## src/fsc_pkg.sv

```systemverilog
// Shared constants and state types for the fan speed controller block
package fsc_pkg;
    // Clock rates and derived timing counts
    localparam int          CLK_FREQ_KHZ  = 100000;
    localparam int          I2C_FREQ_KHZ  = 100;
    localparam logic [15:0] I2C_QTR_CYC   = 16'(CLK_FREQ_KHZ / (4 * I2C_FREQ_KHZ));
    localparam int          POLL_GAP_US   = 1000;
    localparam int          POLL_GAP_CYC  = POLL_GAP_US * (CLK_FREQ_KHZ / 1000);
    // Fan controller target address and register map
    localparam logic [6:0]  FAN_I2C_ADDR  = 7'h1B;
    localparam logic [7:0]  REG_SPEED     = 8'h00;
    localparam logic [7:0]  REG_CONFIG    = 8'h02;
    localparam logic [7:0]  REG_ALARM_EN  = 8'h08;
    localparam logic [7:0]  REG_ALARM_ST  = 8'h0A;
    // Values written during setup, the last setup write index and the LED reset value
    localparam logic [7:0]  CFG_CLOSED    = 8'h0A;
    localparam logic [7:0]  SPEED_2000    = 8'h4A;
    localparam logic [7:0]  SPEED_5000    = 8'h1C;
    localparam logic [7:0]  ALARM_EN_MASK = 8'h0F;
    localparam logic [1:0]  CFG_LAST_IDX  = 2'h2;
    localparam logic [3:0]  LED_RST       = 4'h0;

    typedef enum logic [2:0] {
        BUS_IDLE  = 3'b000,
        BUS_START = 3'b001,
        BUS_BIT   = 3'b010,
        BUS_ACK   = 3'b011,
        BUS_STOP  = 3'b100
    } fsc_bus_state_t;

    typedef enum logic [2:0] {
        SEQ_CFG_ISSUE  = 3'b000,
        SEQ_CFG_WAIT   = 3'b001,
        SEQ_GAP        = 3'b010,
        SEQ_POLL_ISSUE = 3'b011,
        SEQ_POLL_WAIT  = 3'b100
    } fsc_seq_state_t;
endpackage : fsc_pkg

```

## src/fsc_fan_ctrl.sv

```systemverilog
// Fan speed controller: setup sequence, alarm polling and alarm LED latches
// Function
// Talk to the fan controller only by I2C, this block as bus master.
// Write the configuration before regulation or alarm monitoring begins.
// A setup part writes speed; a separate bus part performs I2C transfers.
// Serial clock comes from the system clock through a programmable prescaler.
// Speed switch low selects about 2000 RPM, high about 5000 RPM.
// The fan controller needs 10 to 30 seconds to settle after a change.
// A detected alarm lights its LED until the clear key turns it off.
// Alarm bits 0..3 map to max, min, overflow_alarm_a overflow and input-low LEDs.
// Alarm bits 4 to 7 are ignored; all alarms are zero after reset.
// Poll the alarm status repeatedly and OR new alarms into the LEDs.
`timescale 1ns/1ps
module fsc_fan_ctrl #(
    parameter int POLL_GAP_CYC = fsc_pkg::POLL_GAP_CYC
) (
    input  wire logic        clock,
    input  wire logic        srst,
    input  wire logic        speed_sel,
    input  wire logic        alarm_clear,
    input  wire logic [15:0] prescale_div,
    output logic             config_done,
    output logic             link_error,
    output logic             max_level_alarm_led,
    output logic             min_level_alarm_led,
    output logic             overflow_alarm_a_overflow_alarm_led,
    output logic             input_low_alarm_led,
    input  wire logic        scl_i,
    output logic             scl_o,
    output logic             scl_oe,
    input  wire logic        sda_i,
    output logic             sda_o,
    output logic             sda_oe
);
    fsc_pkg::fsc_seq_state_t state_reg, state_next;
    logic [1:0]  cfg_idx_reg, cfg_idx_next;
    logic [19:0] gap_reg, gap_next;
    logic [3:0]  leds_reg, leds_next, alarm_new;
    logic        spd_reg, spd_next, cfg_done_reg, cfg_done_next, err_reg, err_next;
    logic        cmd_start, cmd_rw, cmd_busy, cmd_done, cmd_ack_err;
    logic [7:0]  cmd_reg, cmd_data, rd_data;
    logic [15:0] prescale;

    // Register and value of each setup write
    function automatic logic [15:0] cfg_word(input logic [1:0] idx, input logic fast);
        case (idx)
            2'h0:    cfg_word = {fsc_pkg::REG_CONFIG, fsc_pkg::CFG_CLOSED};
            2'h1:    cfg_word = {fsc_pkg::REG_SPEED,
                                 fast ? fsc_pkg::SPEED_5000 : fsc_pkg::SPEED_2000};
            default: cfg_word = {fsc_pkg::REG_ALARM_EN, fsc_pkg::ALARM_EN_MASK};
        endcase
    endfunction : cfg_word

    // A zero prescale selects the standard-mode default rate
    assign prescale = (prescale_div == 16'h0000) ? fsc_pkg::I2C_QTR_CYC : prescale_div;

    ////////////////////////////////////////////////////////////////////////////////
    // Bus part: every transfer to the fan controller goes through it
    fsc_i2c_master u_bus (
        .clock       (clock),
        .srst        (srst),
        .prescale    (prescale),
        .cmd_start   (cmd_start),
        .cmd_rw      (cmd_rw),
        .cmd_reg     (cmd_reg),
        .cmd_data    (cmd_data),
        .cmd_busy    (cmd_busy),
        .cmd_done    (cmd_done),
        .cmd_ack_err (cmd_ack_err),
        .rd_data     (rd_data),
        .scl_i       (scl_i),
        .scl_o       (scl_o),
        .scl_oe      (scl_oe),
        .sda_i       (sda_i),
        .sda_o       (sda_o),
        .sda_oe      (sda_oe)
    );

    ////////////////////////////////////////////////////////////////////////////////
    // Setup and polling sequencer
    always_comb begin
        state_next    = state_reg;
        cfg_idx_next  = cfg_idx_reg;
        gap_next      = gap_reg;
        spd_next      = spd_reg;
        cfg_done_next = cfg_done_reg;
        err_next      = err_reg;
        cmd_start     = 1'b0;
        cmd_rw        = 1'b0;
        {cmd_reg, cmd_data} = cfg_word(cfg_idx_reg, spd_reg);
        alarm_new     = 4'h0;
        case (state_reg)
            fsc_pkg::SEQ_CFG_ISSUE: begin
                if (cfg_idx_reg == 2'h0) begin
                    spd_next = speed_sel;
                end
                if (!cmd_busy) begin
                    cmd_start  = 1'b1;
                    state_next = fsc_pkg::SEQ_CFG_WAIT;
                end
            end
            fsc_pkg::SEQ_CFG_WAIT: begin
                if (cmd_done) begin
                    err_next = cmd_ack_err;
                    if (cmd_ack_err) begin
                        cfg_idx_next = 2'h0;
                        state_next   = fsc_pkg::SEQ_CFG_ISSUE;
                    end else if (cfg_idx_reg == fsc_pkg::CFG_LAST_IDX) begin
                        cfg_done_next = 1'b1;
                        gap_next      = 20'h00000;
                        state_next    = fsc_pkg::SEQ_GAP;
                    end else begin
                        cfg_idx_next = cfg_idx_reg + 2'h1;
                        state_next   = fsc_pkg::SEQ_CFG_ISSUE;
                    end
                end
            end
            fsc_pkg::SEQ_GAP: begin
                if (speed_sel != spd_reg) begin
                    cfg_done_next = 1'b0;
                    cfg_idx_next  = 2'h0;
                    state_next    = fsc_pkg::SEQ_CFG_ISSUE;
                end else if (gap_reg == 20'(POLL_GAP_CYC - 1)) begin
                    state_next = fsc_pkg::SEQ_POLL_ISSUE;
                end else begin
                    gap_next = gap_reg + 20'h00001;
                end
            end
            fsc_pkg::SEQ_POLL_ISSUE: begin
                cmd_reg  = fsc_pkg::REG_ALARM_ST;
                cmd_data = 8'h00;
                cmd_rw   = 1'b1;
                if (!cmd_busy) begin
                    cmd_start  = 1'b1;
                    state_next = fsc_pkg::SEQ_POLL_WAIT;
                end
            end
            fsc_pkg::SEQ_POLL_WAIT: begin
                if (cmd_done) begin
                    err_next   = cmd_ack_err;
                    alarm_new  = cmd_ack_err ? 4'h0 : rd_data[3:0];
                    gap_next   = 20'h00000;
                    state_next = fsc_pkg::SEQ_GAP;
                end
            end
            default: state_next = fsc_pkg::SEQ_CFG_ISSUE;
        endcase
        // New alarms win over a clear in the same cycle
        leds_next = (alarm_clear ? 4'h0 : leds_reg) | alarm_new;
    end

    always_ff @(posedge clock) begin
        if (srst) begin
            state_reg    <= fsc_pkg::SEQ_CFG_ISSUE;
            cfg_idx_reg  <= 2'h0;
            gap_reg      <= 20'h00000;
            spd_reg      <= 1'b0;
            cfg_done_reg <= 1'b0;
            err_reg      <= 1'b0;
            leds_reg     <= fsc_pkg::LED_RST;
        end else begin
            state_reg    <= state_next;
            cfg_idx_reg  <= cfg_idx_next;
            gap_reg      <= gap_next;
            spd_reg      <= spd_next;
            cfg_done_reg <= cfg_done_next;
            err_reg      <= err_next;
            leds_reg     <= leds_next;
        end
    end

    assign config_done             = cfg_done_reg;
    assign link_error              = err_reg;
    assign max_level_alarm_led     = leds_reg[0];
    assign min_level_alarm_led     = leds_reg[1];
    assign overflow_alarm_a_overflow_alarm_led = leds_reg[2];
    assign input_low_alarm_led     = leds_reg[3];

    // Cycles spent in the gap state, bounding how long a poll can be put off
    logic [19:0] gap_age_reg, gap_age_next;
    always_comb begin
        gap_age_next = 20'h00000;
        if (state_reg == fsc_pkg::SEQ_GAP) begin
            gap_age_next = gap_age_reg + 20'h00001;
        end
    end
    always_ff @(posedge clock) begin
        if (srst) begin
            gap_age_reg <= 20'h00000;
        end else begin
            gap_age_reg <= gap_age_next;
        end
    end
endmodule : fsc_fan_ctrl

```

## src/fsc_i2c_master.sv

```systemverilog
// I2C master that writes or reads one register of the fan controller
`timescale 1ns/1ps
module fsc_i2c_master (
    input  wire logic        clock,
    input  wire logic        srst,
    input  wire logic [15:0] prescale,
    input  wire logic        cmd_start,
    input  wire logic        cmd_rw,
    input  wire logic [7:0]  cmd_reg,
    input  wire logic [7:0]  cmd_data,
    output logic             cmd_busy,
    output logic             cmd_done,
    output logic             cmd_ack_err,
    output logic [7:0]       rd_data,
    input  wire logic        scl_i,
    output logic             scl_o,
    output logic             scl_oe,
    input  wire logic        sda_i,
    output logic             sda_o,
    output logic             sda_oe
);
    fsc_pkg::fsc_bus_state_t state_reg, state_next;
    logic [1:0]  q_reg, q_next, idx_reg, idx_next;
    logic [2:0]  bit_reg, bit_next;
    logic [7:0]  sh_reg, sh_next, rd_reg, rd_next, reg_reg, reg_next, dat_reg, dat_next;
    logic [15:0] cnt_reg, cnt_next;
    logic        rw_reg, rw_next, err_reg, err_next, done_reg, done_next;
    logic        scl_low_reg, scl_low_next, sda_low_reg, sda_low_next;
    logic        tick, step, receiving, last_byte;

    // Byte sent at each position of a transaction
    function automatic logic [7:0] byte_for(input logic [1:0] idx, input logic rw,
                                            input logic [7:0] ra, input logic [7:0] wd);
        case (idx)
            2'h0:    byte_for = {fsc_pkg::FAN_I2C_ADDR, 1'b0};
            2'h1:    byte_for = ra;
            2'h2:    byte_for = rw ? {fsc_pkg::FAN_I2C_ADDR, 1'b1} : wd;
            default: byte_for = 8'hFF;
        endcase
    endfunction : byte_for

    assign tick      = (cnt_reg == 16'h0000);
    assign step      = tick && !(state_reg != fsc_pkg::BUS_IDLE && q_reg == 2'h1 && !scl_i);
    assign receiving = rw_reg && (idx_reg == 2'h3);
    assign last_byte = rw_reg ? (idx_reg == 2'h3) : (idx_reg == 2'h2);

    always_comb begin
        state_next = state_reg;
        q_next     = q_reg;
        idx_next   = idx_reg;
        bit_next   = bit_reg;
        sh_next    = sh_reg;
        rd_next    = rd_reg;
        reg_next   = reg_reg;
        dat_next   = dat_reg;
        rw_next    = rw_reg;
        err_next   = err_reg;
        done_next  = 1'b0;
        // Quarter-bit divider, reloaded from the programmable prescale value
        if (state_reg == fsc_pkg::BUS_IDLE) begin
            cnt_next = 16'h0000;
        end else if (tick) begin
            cnt_next = prescale - 16'h0001;
        end else begin
            cnt_next = cnt_reg - 16'h0001;
        end
        case (state_reg)
            fsc_pkg::BUS_IDLE: begin
                if (cmd_start) begin
                    rw_next    = cmd_rw;
                    reg_next   = cmd_reg;
                    dat_next   = cmd_data;
                    idx_next   = 2'h0;
                    q_next     = 2'h0;
                    err_next   = 1'b0;
                    cnt_next   = prescale - 16'h0001;
                    state_next = fsc_pkg::BUS_START;
                end
            end
            fsc_pkg::BUS_START: begin
                if (step) begin
                    q_next = q_reg + 2'h1;
                    if (q_reg == 2'h3) begin
                        bit_next   = 3'h0;
                        sh_next    = byte_for(idx_reg, rw_reg, reg_reg, dat_reg);
                        state_next = fsc_pkg::BUS_BIT;
                    end
                end
            end
            fsc_pkg::BUS_BIT: begin
                if (step) begin
                    q_next = q_reg + 2'h1;
                    if (q_reg == 2'h2 && receiving) begin
                        sh_next = {sh_reg[6:0], sda_i};
                    end
                    if (q_reg == 2'h3) begin
                        if (!receiving) begin
                            sh_next = {sh_reg[6:0], 1'b0};
                        end
                        bit_next = bit_reg + 3'h1;
                        if (bit_reg == 3'h7) begin
                            state_next = fsc_pkg::BUS_ACK;
                        end
                    end
                end
            end
            fsc_pkg::BUS_ACK: begin
                if (step) begin
                    q_next = q_reg + 2'h1;
                    if (q_reg == 2'h2) begin
                        if (receiving) begin
                            rd_next = sh_reg;
                        end else if (sda_i) begin
                            err_next = 1'b1;
                        end
                    end
                    if (q_reg == 2'h3) begin
                        bit_next = 3'h0;
                        idx_next = idx_reg + 2'h1;
                        if (last_byte || err_reg) begin
                            state_next = fsc_pkg::BUS_STOP;
                        end else if (rw_reg && idx_reg == 2'h1) begin
                            state_next = fsc_pkg::BUS_START;
                        end else begin
                            sh_next    = byte_for(idx_next, rw_reg, reg_reg, dat_reg);
                            state_next = fsc_pkg::BUS_BIT;
                        end
                    end
                end
            end
            fsc_pkg::BUS_STOP: begin
                if (step) begin
                    q_next = q_reg + 2'h1;
                    if (q_reg == 2'h3) begin
                        done_next  = 1'b1;
                        state_next = fsc_pkg::BUS_IDLE;
                    end
                end
            end
            default: state_next = fsc_pkg::BUS_IDLE;
        endcase
        // Pin levels follow the next phase so that they leave flip-flops
        scl_low_next = (q_next == 2'h0) || (q_next == 2'h3);
        sda_low_next = 1'b0;
        case (state_next)
            fsc_pkg::BUS_IDLE:  scl_low_next = 1'b0;
            fsc_pkg::BUS_START: sda_low_next = q_next[1];
            fsc_pkg::BUS_BIT:   sda_low_next = !(rw_next && idx_next == 2'h3) && !sh_next[7];
            fsc_pkg::BUS_STOP: begin
                scl_low_next = (q_next == 2'h0);
                sda_low_next = !q_next[1];
            end
            default:            sda_low_next = 1'b0;
        endcase
    end

    always_ff @(posedge clock) begin
        if (srst) begin
            state_reg   <= fsc_pkg::BUS_IDLE;
            q_reg       <= 2'h0;
            idx_reg     <= 2'h0;
            bit_reg     <= 3'h0;
            sh_reg      <= 8'h00;
            rd_reg      <= 8'h00;
            reg_reg     <= 8'h00;
            dat_reg     <= 8'h00;
            cnt_reg     <= 16'h0000;
            rw_reg      <= 1'b0;
            err_reg     <= 1'b0;
            done_reg    <= 1'b0;
            scl_low_reg <= 1'b0;
            sda_low_reg <= 1'b0;
        end else begin
            state_reg   <= state_next;
            q_reg       <= q_next;
            idx_reg     <= idx_next;
            bit_reg     <= bit_next;
            sh_reg      <= sh_next;
            rd_reg      <= rd_next;
            reg_reg     <= reg_next;
            dat_reg     <= dat_next;
            cnt_reg     <= cnt_next;
            rw_reg      <= rw_next;
            err_reg     <= err_next;
            done_reg    <= done_next;
            scl_low_reg <= scl_low_next;
            sda_low_reg <= sda_low_next;
        end
    end

    assign cmd_busy    = (state_reg != fsc_pkg::BUS_IDLE);
    assign cmd_done    = done_reg;
    assign cmd_ack_err = err_reg;
    assign rd_data     = rd_reg;
    assign scl_o       = 1'b0;
    assign scl_oe      = scl_low_reg;
    assign sda_o       = 1'b0;
    assign sda_oe      = sda_low_reg;
endmodule : fsc_i2c_master

```

## config.mk

```make
export PLATFORM = sky130hd
export DESIGN_NAME = fsc_fan_ctrl
export DESIGN_NICKNAME = d
export VERILOG_FILES = /design/src/fsc_pkg.sv /design/src/fsc_fan_ctrl.sv /design/src/fsc_i2c_master.sv
export SDC_FILE = /design/constraint.sdc
export NUM_CORES = 1
export LEC_CHECK = 0
export BUFFER_PORTS_ARGS = -buffer_cell sky130_fd_sc_hd__buf_2
export CAP_MARGIN = 15
export CORE_ASPECT_RATIO = 0.9
export CORE_UTILIZATION = 42
export CTS_CLUSTER_DIAMETER = 40
export CTS_CLUSTER_SIZE = 16
export DETAILED_ROUTE_END_ITERATION = 6
export SKIP_LAST_GASP = 1
export SLEW_MARGIN = 20
export SYNTH_ARGS = -nofsm -noshare
export SYNTH_HDL_FRONTEND = slang
export SYNTH_SLANG_ARGS = --single-unit
```

## constraint.sdc

```tcl
create_clock -name clock -period 3.62 [get_ports clock]
set_input_delay 0.543 -clock clock [delete_from_list [all_inputs] [get_ports clock]]
set_output_delay 0.543 -clock clock [all_outputs]
set_load 0.005 [all_outputs]
```

# == Yosys cells after proc, flatten, opt, wreduce, memory -nomap -nowiden ==
# Index checks and enable logic that the tools add are counted.
# op_classes
n_addsub,7
n_eq_ne,51
muxes,93
bitwise_logic,3
n_reduce_logical,46
# op_table
op,count
$mux 20,6
$mux 8,13
$mux 16,5
$pmux 8 s3,3
$mux 3,21
$pmux 20 s3,1
$logic_not 16->1,2
$sub 16x1->16 const B,2
$pmux 3 s5,2
$mux 2,12
$ne 2x2->1 const B,12
$pmux 12 s2,1
$ne 2x1->1 const B,11
$add 20x1->20 const B,1
$eq 20x17->1 const B,1
$eq 2x2->1 const B,8
$mux 1,16
$mux 4,4
$eq 3x2->1 const B,5
$reduce_and 5->1,3
$eq 3x3->1 const B,4
$pmux 2 s2,3
$eq 3x1->1 const B,3
$logic_not 3->1,3
other kinds (26),58
# totals
reg_bits,91
input_bits,22
out_inout_bits,10
elab_cells,222

# == Longest topological paths before layout ==
# Gate-level depths: netlist (run 1).
# logic_depth
depth_word,12
ltp_mapped,11
ltp_nobuf,11

# == Modules after synthesis ==
# Synthesis (run 1) repeated with hierarchy kept, for this count alone.
# unflattened
cells_unflattened,727
area_unflattened_um2,5676.7
# modules_own_cells
mod,instances,cells_per_inst,area_each_um2,seq_area_each_um2
fsc_i2c_master,1,477,3742.3,1261.2
fsc_fan_ctrl,1,250,1934.4,640.6

# == Worst setup path after synthesis (run 1) ==
# Ideal clock, no wire load.
# synth_path
path_type,reg-to-reg
startpoint,register u_bus.cnt_reg[0]
endpoint,register u_bus.scl_low_reg (netlist: u_bus.scl_oe)
setup_time_ps,70
t_arrival_ps,2507
t_required_ps,3550
setup_slack_ps,1043
stages_incl_launch_ff,12
n_path_buf,0
synth_period_minus_slack_ps,2577
cell_sequence,dfxtp_1 > inv_1 > ha_1 > nor3b_2 > nand3_1 > nor2_1 > and3_1 > mux2i_1 > nand2_1 > ha_1 > a41o_1 > a21oi_1
# synth_between
elab_chain_cells,7
elab_cells_between_ends,15
cone_classes,eq/ne: 2; mux: 8; reduce/logical: 5
# synth_rtl
item,line_no,rtl
start: declaration,fsc_i2c_master.sv:26,"logic [15:0] cnt_reg, cnt_next;"
start signal: assignment,fsc_i2c_master.sv:182,cnt_reg <= cnt_next;
$logic_not 16->1 *,fsc_i2c_master.sv:42,assign tick = (cnt_reg == 16'h0000);
$logic_and 1x1->1 *,fsc_i2c_master.sv:43,assign step = tick && !(state_reg != fsc_pkg::BUS_IDLE && q_reg == 2'h1 && !scl_i);
$mux 2,--,
$pmux 2 s2,fsc_i2c_master.sv:67,case (state_reg)
$eq 2x2->1 / $logic_not 2->1 (equally long branches),"fsc_i2c_master.sv:143, fsc_i2c_master.sv:150",
$logic_or 1x1->1,fsc_i2c_master.sv:143,scl_low_next = (q_next == 2'h0) || (q_next == 2'h3);
$pmux 1 s2 *,fsc_i2c_master.sv:145,case (state_next)
end signal: assignment,fsc_i2c_master.sv:186,scl_low_reg <= scl_low_next;
end: declaration,fsc_i2c_master.sv:28,"logic scl_low_reg, scl_low_next, sda_low_reg, sda_low_next;"
# Every way passes the cells marked *; elsewhere a longest branch is shown, timed or not.
# A chain may end at the register's enable or synchronous reset.

# == Worst setup path after layout (run 1) ==
# Same ends and word-level chain as after synthesis.

==> impl_metrics.ini, run 1 <==
[status]
status = finished, final reports clean

[timing]
drv_slew = 0
final-hold-violation-count = 0
worstMarginPinSlew_ns = 0.8496
setup_viol = 0
fin_crit_sh_pct = 83.82
timing.fmax_mhz = 329.6
rsz0062_at_grt = no
fin_tns_setup_ns = 0
fin_crit_ns = 3.034
finClkSkew_ns = 0.006577
maxSlewHeadroom_pct = 42.92

[die]
dieArea_um2 = 12150
die_x_um = 116.1
rows = 37
core_um2 = 11430
io_pins = 32
initial_utilization_pct = 43.00
die_h_um = 104.7

[worst_setup_path]
crit_required_ns = 3.90
crit_fanout = 7
worstSetupEndpointType = flip-flop
critPathKind = reg2reg
arrival_ns = 3.32
startpoint_type = flip-flop

[cts]
cts_buffer_depth = 2
numCtsBuffers = 9
cts-resized-gates = 0
cts_setup_buffers = 0
cts_tree = built
path_clk_slew_ns = 0.06
clk_latency_ns = 0.35
cts_sinks = 83
cts_root_buffer = clkbuf_16
ctsHoldBuffers = 0
cts_max_level = 3

[final_layout]
drive_above_1_share_pct = 9.516
n_fill_cell = 1109
area_delta_synth_final_pct = 11.63
largest_reg_flops = 20
layout.nets = 678
num_antenna_cells = 0
finalNonFillerCells = 797

[synth]
async_flop_share_pct = 0
syn_avg_cell_area_um2 = 7.931
syn_area_um2 = 4917
synth.ff_latch_count = 83
yosysUniqueCellTypes = 66
synth_flop_cell = dfxtp_1
synth_seq_area_share_pct = 33.79
netlist_instances = 620
yosysWarnings = 0
synth_edf_count = 0

[global_routing]
grt_pass1_wl_um = 20290
gr-total-overflow = 0
antenna_found_initial = 0
grt_pass1_vias = 4255
grt_use_total_pct = 21.23
grt_start_max_net_pins = 63

[detailed_routing]
wl_per_cell_um = 15.09
antenna_left = 0
firstDrtPassIters = 5
wirelength_um = 12020
drt-initial-drc-count = 252
drt-vias-per-instance = 5.640
drc = 0
via_count = 4495

[pwr]
leakagePower_nw = 2.021
powerDensity_nw_per_um2 = 462.5
ir_worst_vdd_mv = 0.2607

[place]
place.detailed.hpwl_um = 8602
dpl.cell_count = 781
portBuffers = 29
gp_congestion = 0.9064

[job]
maxCapViolations = 0

[hold_path]
min_path_type = reg2reg
[worst max-delay path: stages (launching register included)]
cell and delay, ns:
dfxtp_1 0.32, inv_1 0.08, ha_1 0.18, nor3b_2 0.41, nand3_1 0.38, nor2_1 0.33
and3_1 0.24, mux2i_1 0.28, nand2_1 0.11, ha_1 0.29, a41o_1 0.20, a21oi_1 0.12
[power breakdown]
| group | leakage (nW) | switching, W | total (W) | internal [W] |
|---|---|---|---|---|
| clock network | 0.156 | 0.000389 | 0.00102 | 0.000627 |
| logic | 1.19 | 0.000304 | 0.000495 | 0.000191 |
| registers | 0.674 | 0.0000662 | 0.00103 | 0.000961 |
| total | 2.02 | 0.000760 | 0.00254 | 0.00178 |
[cell type report]
class | instances | area [um2] | share of cell area, %
Clock buffer | 11 | 242.7 | 4.422
Clock inverter | 5 | 85.08 | 1.550
Inverter | 18 | 67.56 | 1.231
Multi-Input combinational cell | 492 | 3069 | 55.92
Sequential cell | 83 | 1662 | 30.27
Tap cell | 156 | 195.2 | 3.556
Timing Repair Buffer | 32 | 167.7 | 3.054
[cells in the mapped netlist, types with 4 or more instances]
master	n	area, um2
a211oi_1	6	45.04
a21o_1	4	30.03
a21oi_1	56	280.3
a22oi_1	13	97.59
a31oi_1	7	43.79
and3_1	7	43.79
buf_2	5	25.02
clkbuf_1	20	75.07
dfxtp_1	83	1662
ha_1	20	250.2
inv_1	18	67.56
mux2i_1	10	100.1
nand2_1	49	183.9
nand2b_1	14	87.58
nand3_1	24	120.1
nand4_1	10	62.56
nor2_1	90	337.8
nor2b_1	9	56.30
nor3_1	18	90.09
nor3b_1	5	37.54
nor4_1	12	75.07
o211ai_1	4	30.03
o21ai_0	21	105.1
or3_1	10	62.56
or4_1	6	45.04
xnor2_1	23	201.4
xor2_1	17	148.9
[per-layer routing]
| metal | share of wire (%) | GRT usage, % |
|---|---|---|
| met1 | 47 | 28.21 |
| met5 | 0 | 0 |
| met4 | 2.1 | 8.059 |
| met2 | 45 | 32.61 |
| met3 | 5.3 | 5.626 |
[cell usage in the layout (no fill, tap or decap), types with 14 or more instances in the layout]
master,instances
nand2b_1,14
ha_1,20
nand3_1,24
dfxtp_1,83
o21ai_0,21
inv_1,18
nand2_1,49
nor2_1,90
buf_2,29
a21oi_1,56
xnor2_1,23
xor2_1,17
nor3_1,18
[through the flow]
step / utilization [%] / power (W) / cell area, um2 / worst slack (ns) / hold slack, ns
floorplan: - / 0.001404 / 4921 / 1.043 / 0.4420
global placement: 45.14 / 0.001526 / 5161 / 0.7882 / 0.4564
detailed placement: 45.14 / 0.001533 / 5161 / 0.6414 / 0.4703
CTS: 48.00 / 0.002552 / 5489 / 0.6277 / 0.4649
global route: 48.00 / 0.002662 / 5489 / 0.2397 / 0.5014
finish: 48.00 / 0.002539 / 5489 / 0.5858 / 0.4751
[logic make-up (layout without fill, tap and decap cells)]
group                    Yosys count  count (layout)  synth area share, %
AND/OR/NAND/NOR                  273             273                28.65
flip-flops                        83              83                33.79
AO/OA/AOI/OAI                    147             147                19.36
buffers and inverters             46              66                3.867
adder cells (fa/ha/maj)           20              20                5.089
XOR/XNOR                          40              40                7.125
other                              1               2              0.07626
multiplexers                      10              10                2.036
[final timing paths]
check / from / endpoint / slack [ns] / depth (start not counted)
worst max-delay path: u_bus.cnt_reg[0] / u_bus.scl_oe / 0.59 / 11
worst min-delay path: u_bus.dat_reg[1] / u_bus.dat_reg[1] / 0.48 / 2
worst max register to register: u_bus.cnt_reg[0] / u_bus.scl_oe / 0.59 / 11
worst min register to register: u_bus.dat_reg[1] / u_bus.dat_reg[1] / 0.48 / 2
Note: power is estimated with default switching activity, not from simulation.
==> run 2: changes to the inputs <==
Clock period 3.62 ns to 3.15 ns, I/O delays scaled along.
==> run 2 against run 1 <==
Compared with the run above:
- via count fell by 1.2%
- combinational power increased by 16%
- critical path depth fell by 1
- global-route usage decreased by 0.30 points
- final area grew 0.41%
- sequential cell count stayed put
- worst setup slack got worse by 0.17 ns
- non-clock buffer count up 4
- sequential share of layout area fell by 0.12 points
==> impl_metrics.ini, run 2 (synthesis gave the netlist of run 1 again) <==
[die]
initial_utilization_pct = 43.00
io_pins = 32
core_um2 = 11430
dieArea_um2 = 12150
die_x_um = 116.1
rows = 37
die_h_um = 104.7

[worst_setup_path]
crit_required_ns = 3.41
critical-path-top-delay-family = simple AND/OR/NAND/NOR gates
worstSetupEndpointType = flip-flop
r2r-end = u_bus.sda_oe
startpoint_type = flip-flop
r2r_slack_ns = 0.41
crit_start = u_bus.cnt_reg[0]
slowest_stage = or4_1
path_buf_inv = 2
rr_worst_depth = 10
r2r_start = u_bus.cnt_reg[0]
crit_fanout = 7
path_cells = inv_1 > ha_1 > nor3b_2 > nand3_1 > buf_4 > nor3_2 > a211o_1 > a22oi_1 > or4_1 > a31oi_1
slowest_delay_ns = 0.42
critPathKind = reg2reg
arrival_ns = 3.00

[cts]
cts_root_buffer = clkbuf_16
cts_sinks = 83
cts_tree = built
cts_max_level = 3
cts_buffer_depth = 2
path_clk_slew_ns = 0.06
cts-resized-gates = 0
cts_setup_buffers = 0
numCtsBuffers = 9
clk_latency_ns = 0.34
ctsHoldBuffers = 0

[detailed_routing]
drt-vias-per-instance = 5.543
drt-initial-drc-count = 197
top_layer_used = met4
firstDrtPassIters = 4
met1_length_um = 5861
drc = 0
met2_length_um = 5455
wl_per_cell_um = 14.91
via_count = 4440
wirelength_um = 11940
wl_met3_um = 496
antenna_left = 0

[hold_path]
holdPathEnd = spd_reg
hold_depth = 3
min_from = speed_sel
min_path_type = in2reg

[pwr]
ir_worst_vdd_mv = 0.3196
leakagePower_nw = 2.042
powerDensity_nw_per_um2 = 522.9

[final_layout]
final_cell_mix = nor2_1 (90), dfxtp_1 (83), a21oi_1 (56), nand2_1 (49), buf_2 (29)
drive_above_1_share_pct = 9.922
layout.nets = 682
area_delta_synth_final_pct = 12.09
n_fill_cell = 1141
num_antenna_cells = 0
largest_reg_flops = 20
layout_commonest_cell = nor2_1

[status]
status = finished, final reports clean

[place]
place.detailed.hpwl_um = 8837
portBuffers = 29
gp_congestion = 0.9163
post-place-ws_ns = 0.4277

[timing]
drv_slew = 0
fin_crit_ns = 2.736
finClkSkew_ns = 0.007702
worstMarginPinSlew_ns = 0.7774
fin_tns_setup_ns = 0
setup_viol = 0
fin_crit_sh_pct = 86.85
final-hold-violation-count = 0
maxSlewHeadroom_pct = 48.17
timing.fmax_mhz = 365.5
finalWorstSetupSlack_ns = 0.4144
rsz0062_at_grt = no

[job]
maxCapViolations = 0

[global_routing]
grt_start_max_net_pins = 40
grt_pass1_vias = 4188
gr-total-overflow = 0
grt_pass1_wl_um = 20330
grt_use_total_pct = 20.93
antenna_found_initial = 0
run 2: cell count changes in the layout (fill, tap and decap cells not counted), sizes merged:
cell / before / now
buf: 32 / 36
clkbuf: 11 / 12
clkinv: 1 / 2
clkinvlp: 1 / 0
inv: 19 / 18
run 2: tightest hold or removal path, delay by kind of cell:
kind                   cells  cell delay (ns)
buffers and inverters      1             0.11
and+or+nand+nor            1             0.06
AOI/OAI and AO/OA          1             0.05
run 2: metrics by stage:
stage / total power (W) / utilization (%) / instances / area (um2) / hold slack (ns)
finish: 0.002882 / 48.20 / 801 / 5512 / 0.4083
CTS: 0.002903 / 48.20 / 801 / 5512 / 0.4044
global placement: 0.001764 / 45.40 / 785 / 5191 / 0.4523
floorplan: 0.001614 / - / 621 / 4921 / 0.4420
global route: 0.003032 / 48.20 / 801 / 5512 / 0.4137
detailed placement: 0.001767 / 45.40 / 785 / 5191 / 0.4672
run 2: where the power goes:
group | leakage [nW] | switching, W | internal [W]
Combinational | 1.21 | 0.000348 | 0.000226
Sequential | 0.674 | 0.0000760 | 0.00110
Clock | 0.157 | 0.000411 | 0.000716
Total | 2.04 | 0.000835 | 0.00205
run 2: worst max path at each step:
| stage | to | slack (ns) | depth (start not counted) |
|---|---|---|---|
| 2_1_floorplan | u_bus.scl_oe | 0.57 | 11 |
| 3_3_place_gp | u_bus.cnt_reg[14] | 0.52 | 9 |
| 3_5_place_dp | u_bus.cnt_reg[14] | 0.43 | 9 |
| 4_1_cts | u_bus.sda_oe | 0.48 | 10 |
| 5_1_grt | u_bus.scl_oe | 0.26 | 11 |
| 6_report | u_bus.sda_oe | 0.41 | 10 |
run 2: area by class of cell:
cell class	instances	area [um2]	area share (%)
inverter	18	67.56	1.226
multi-input combinational	492	3069	55.69
sequential	83	1662	30.15
clock inverter	4	73.82	1.339
timing repair buffer	36	197.7	3.587
clock buffer	12	246.5	4.472
tap	156	195.2	3.541
run 2: layer usage:
metal	vias to the layer above	GRT usage (%)
met3	13	4.292
met4	0	5.495
met5	-	0
met2	93	32.74
met1	2079	29.03
li1	2255	-
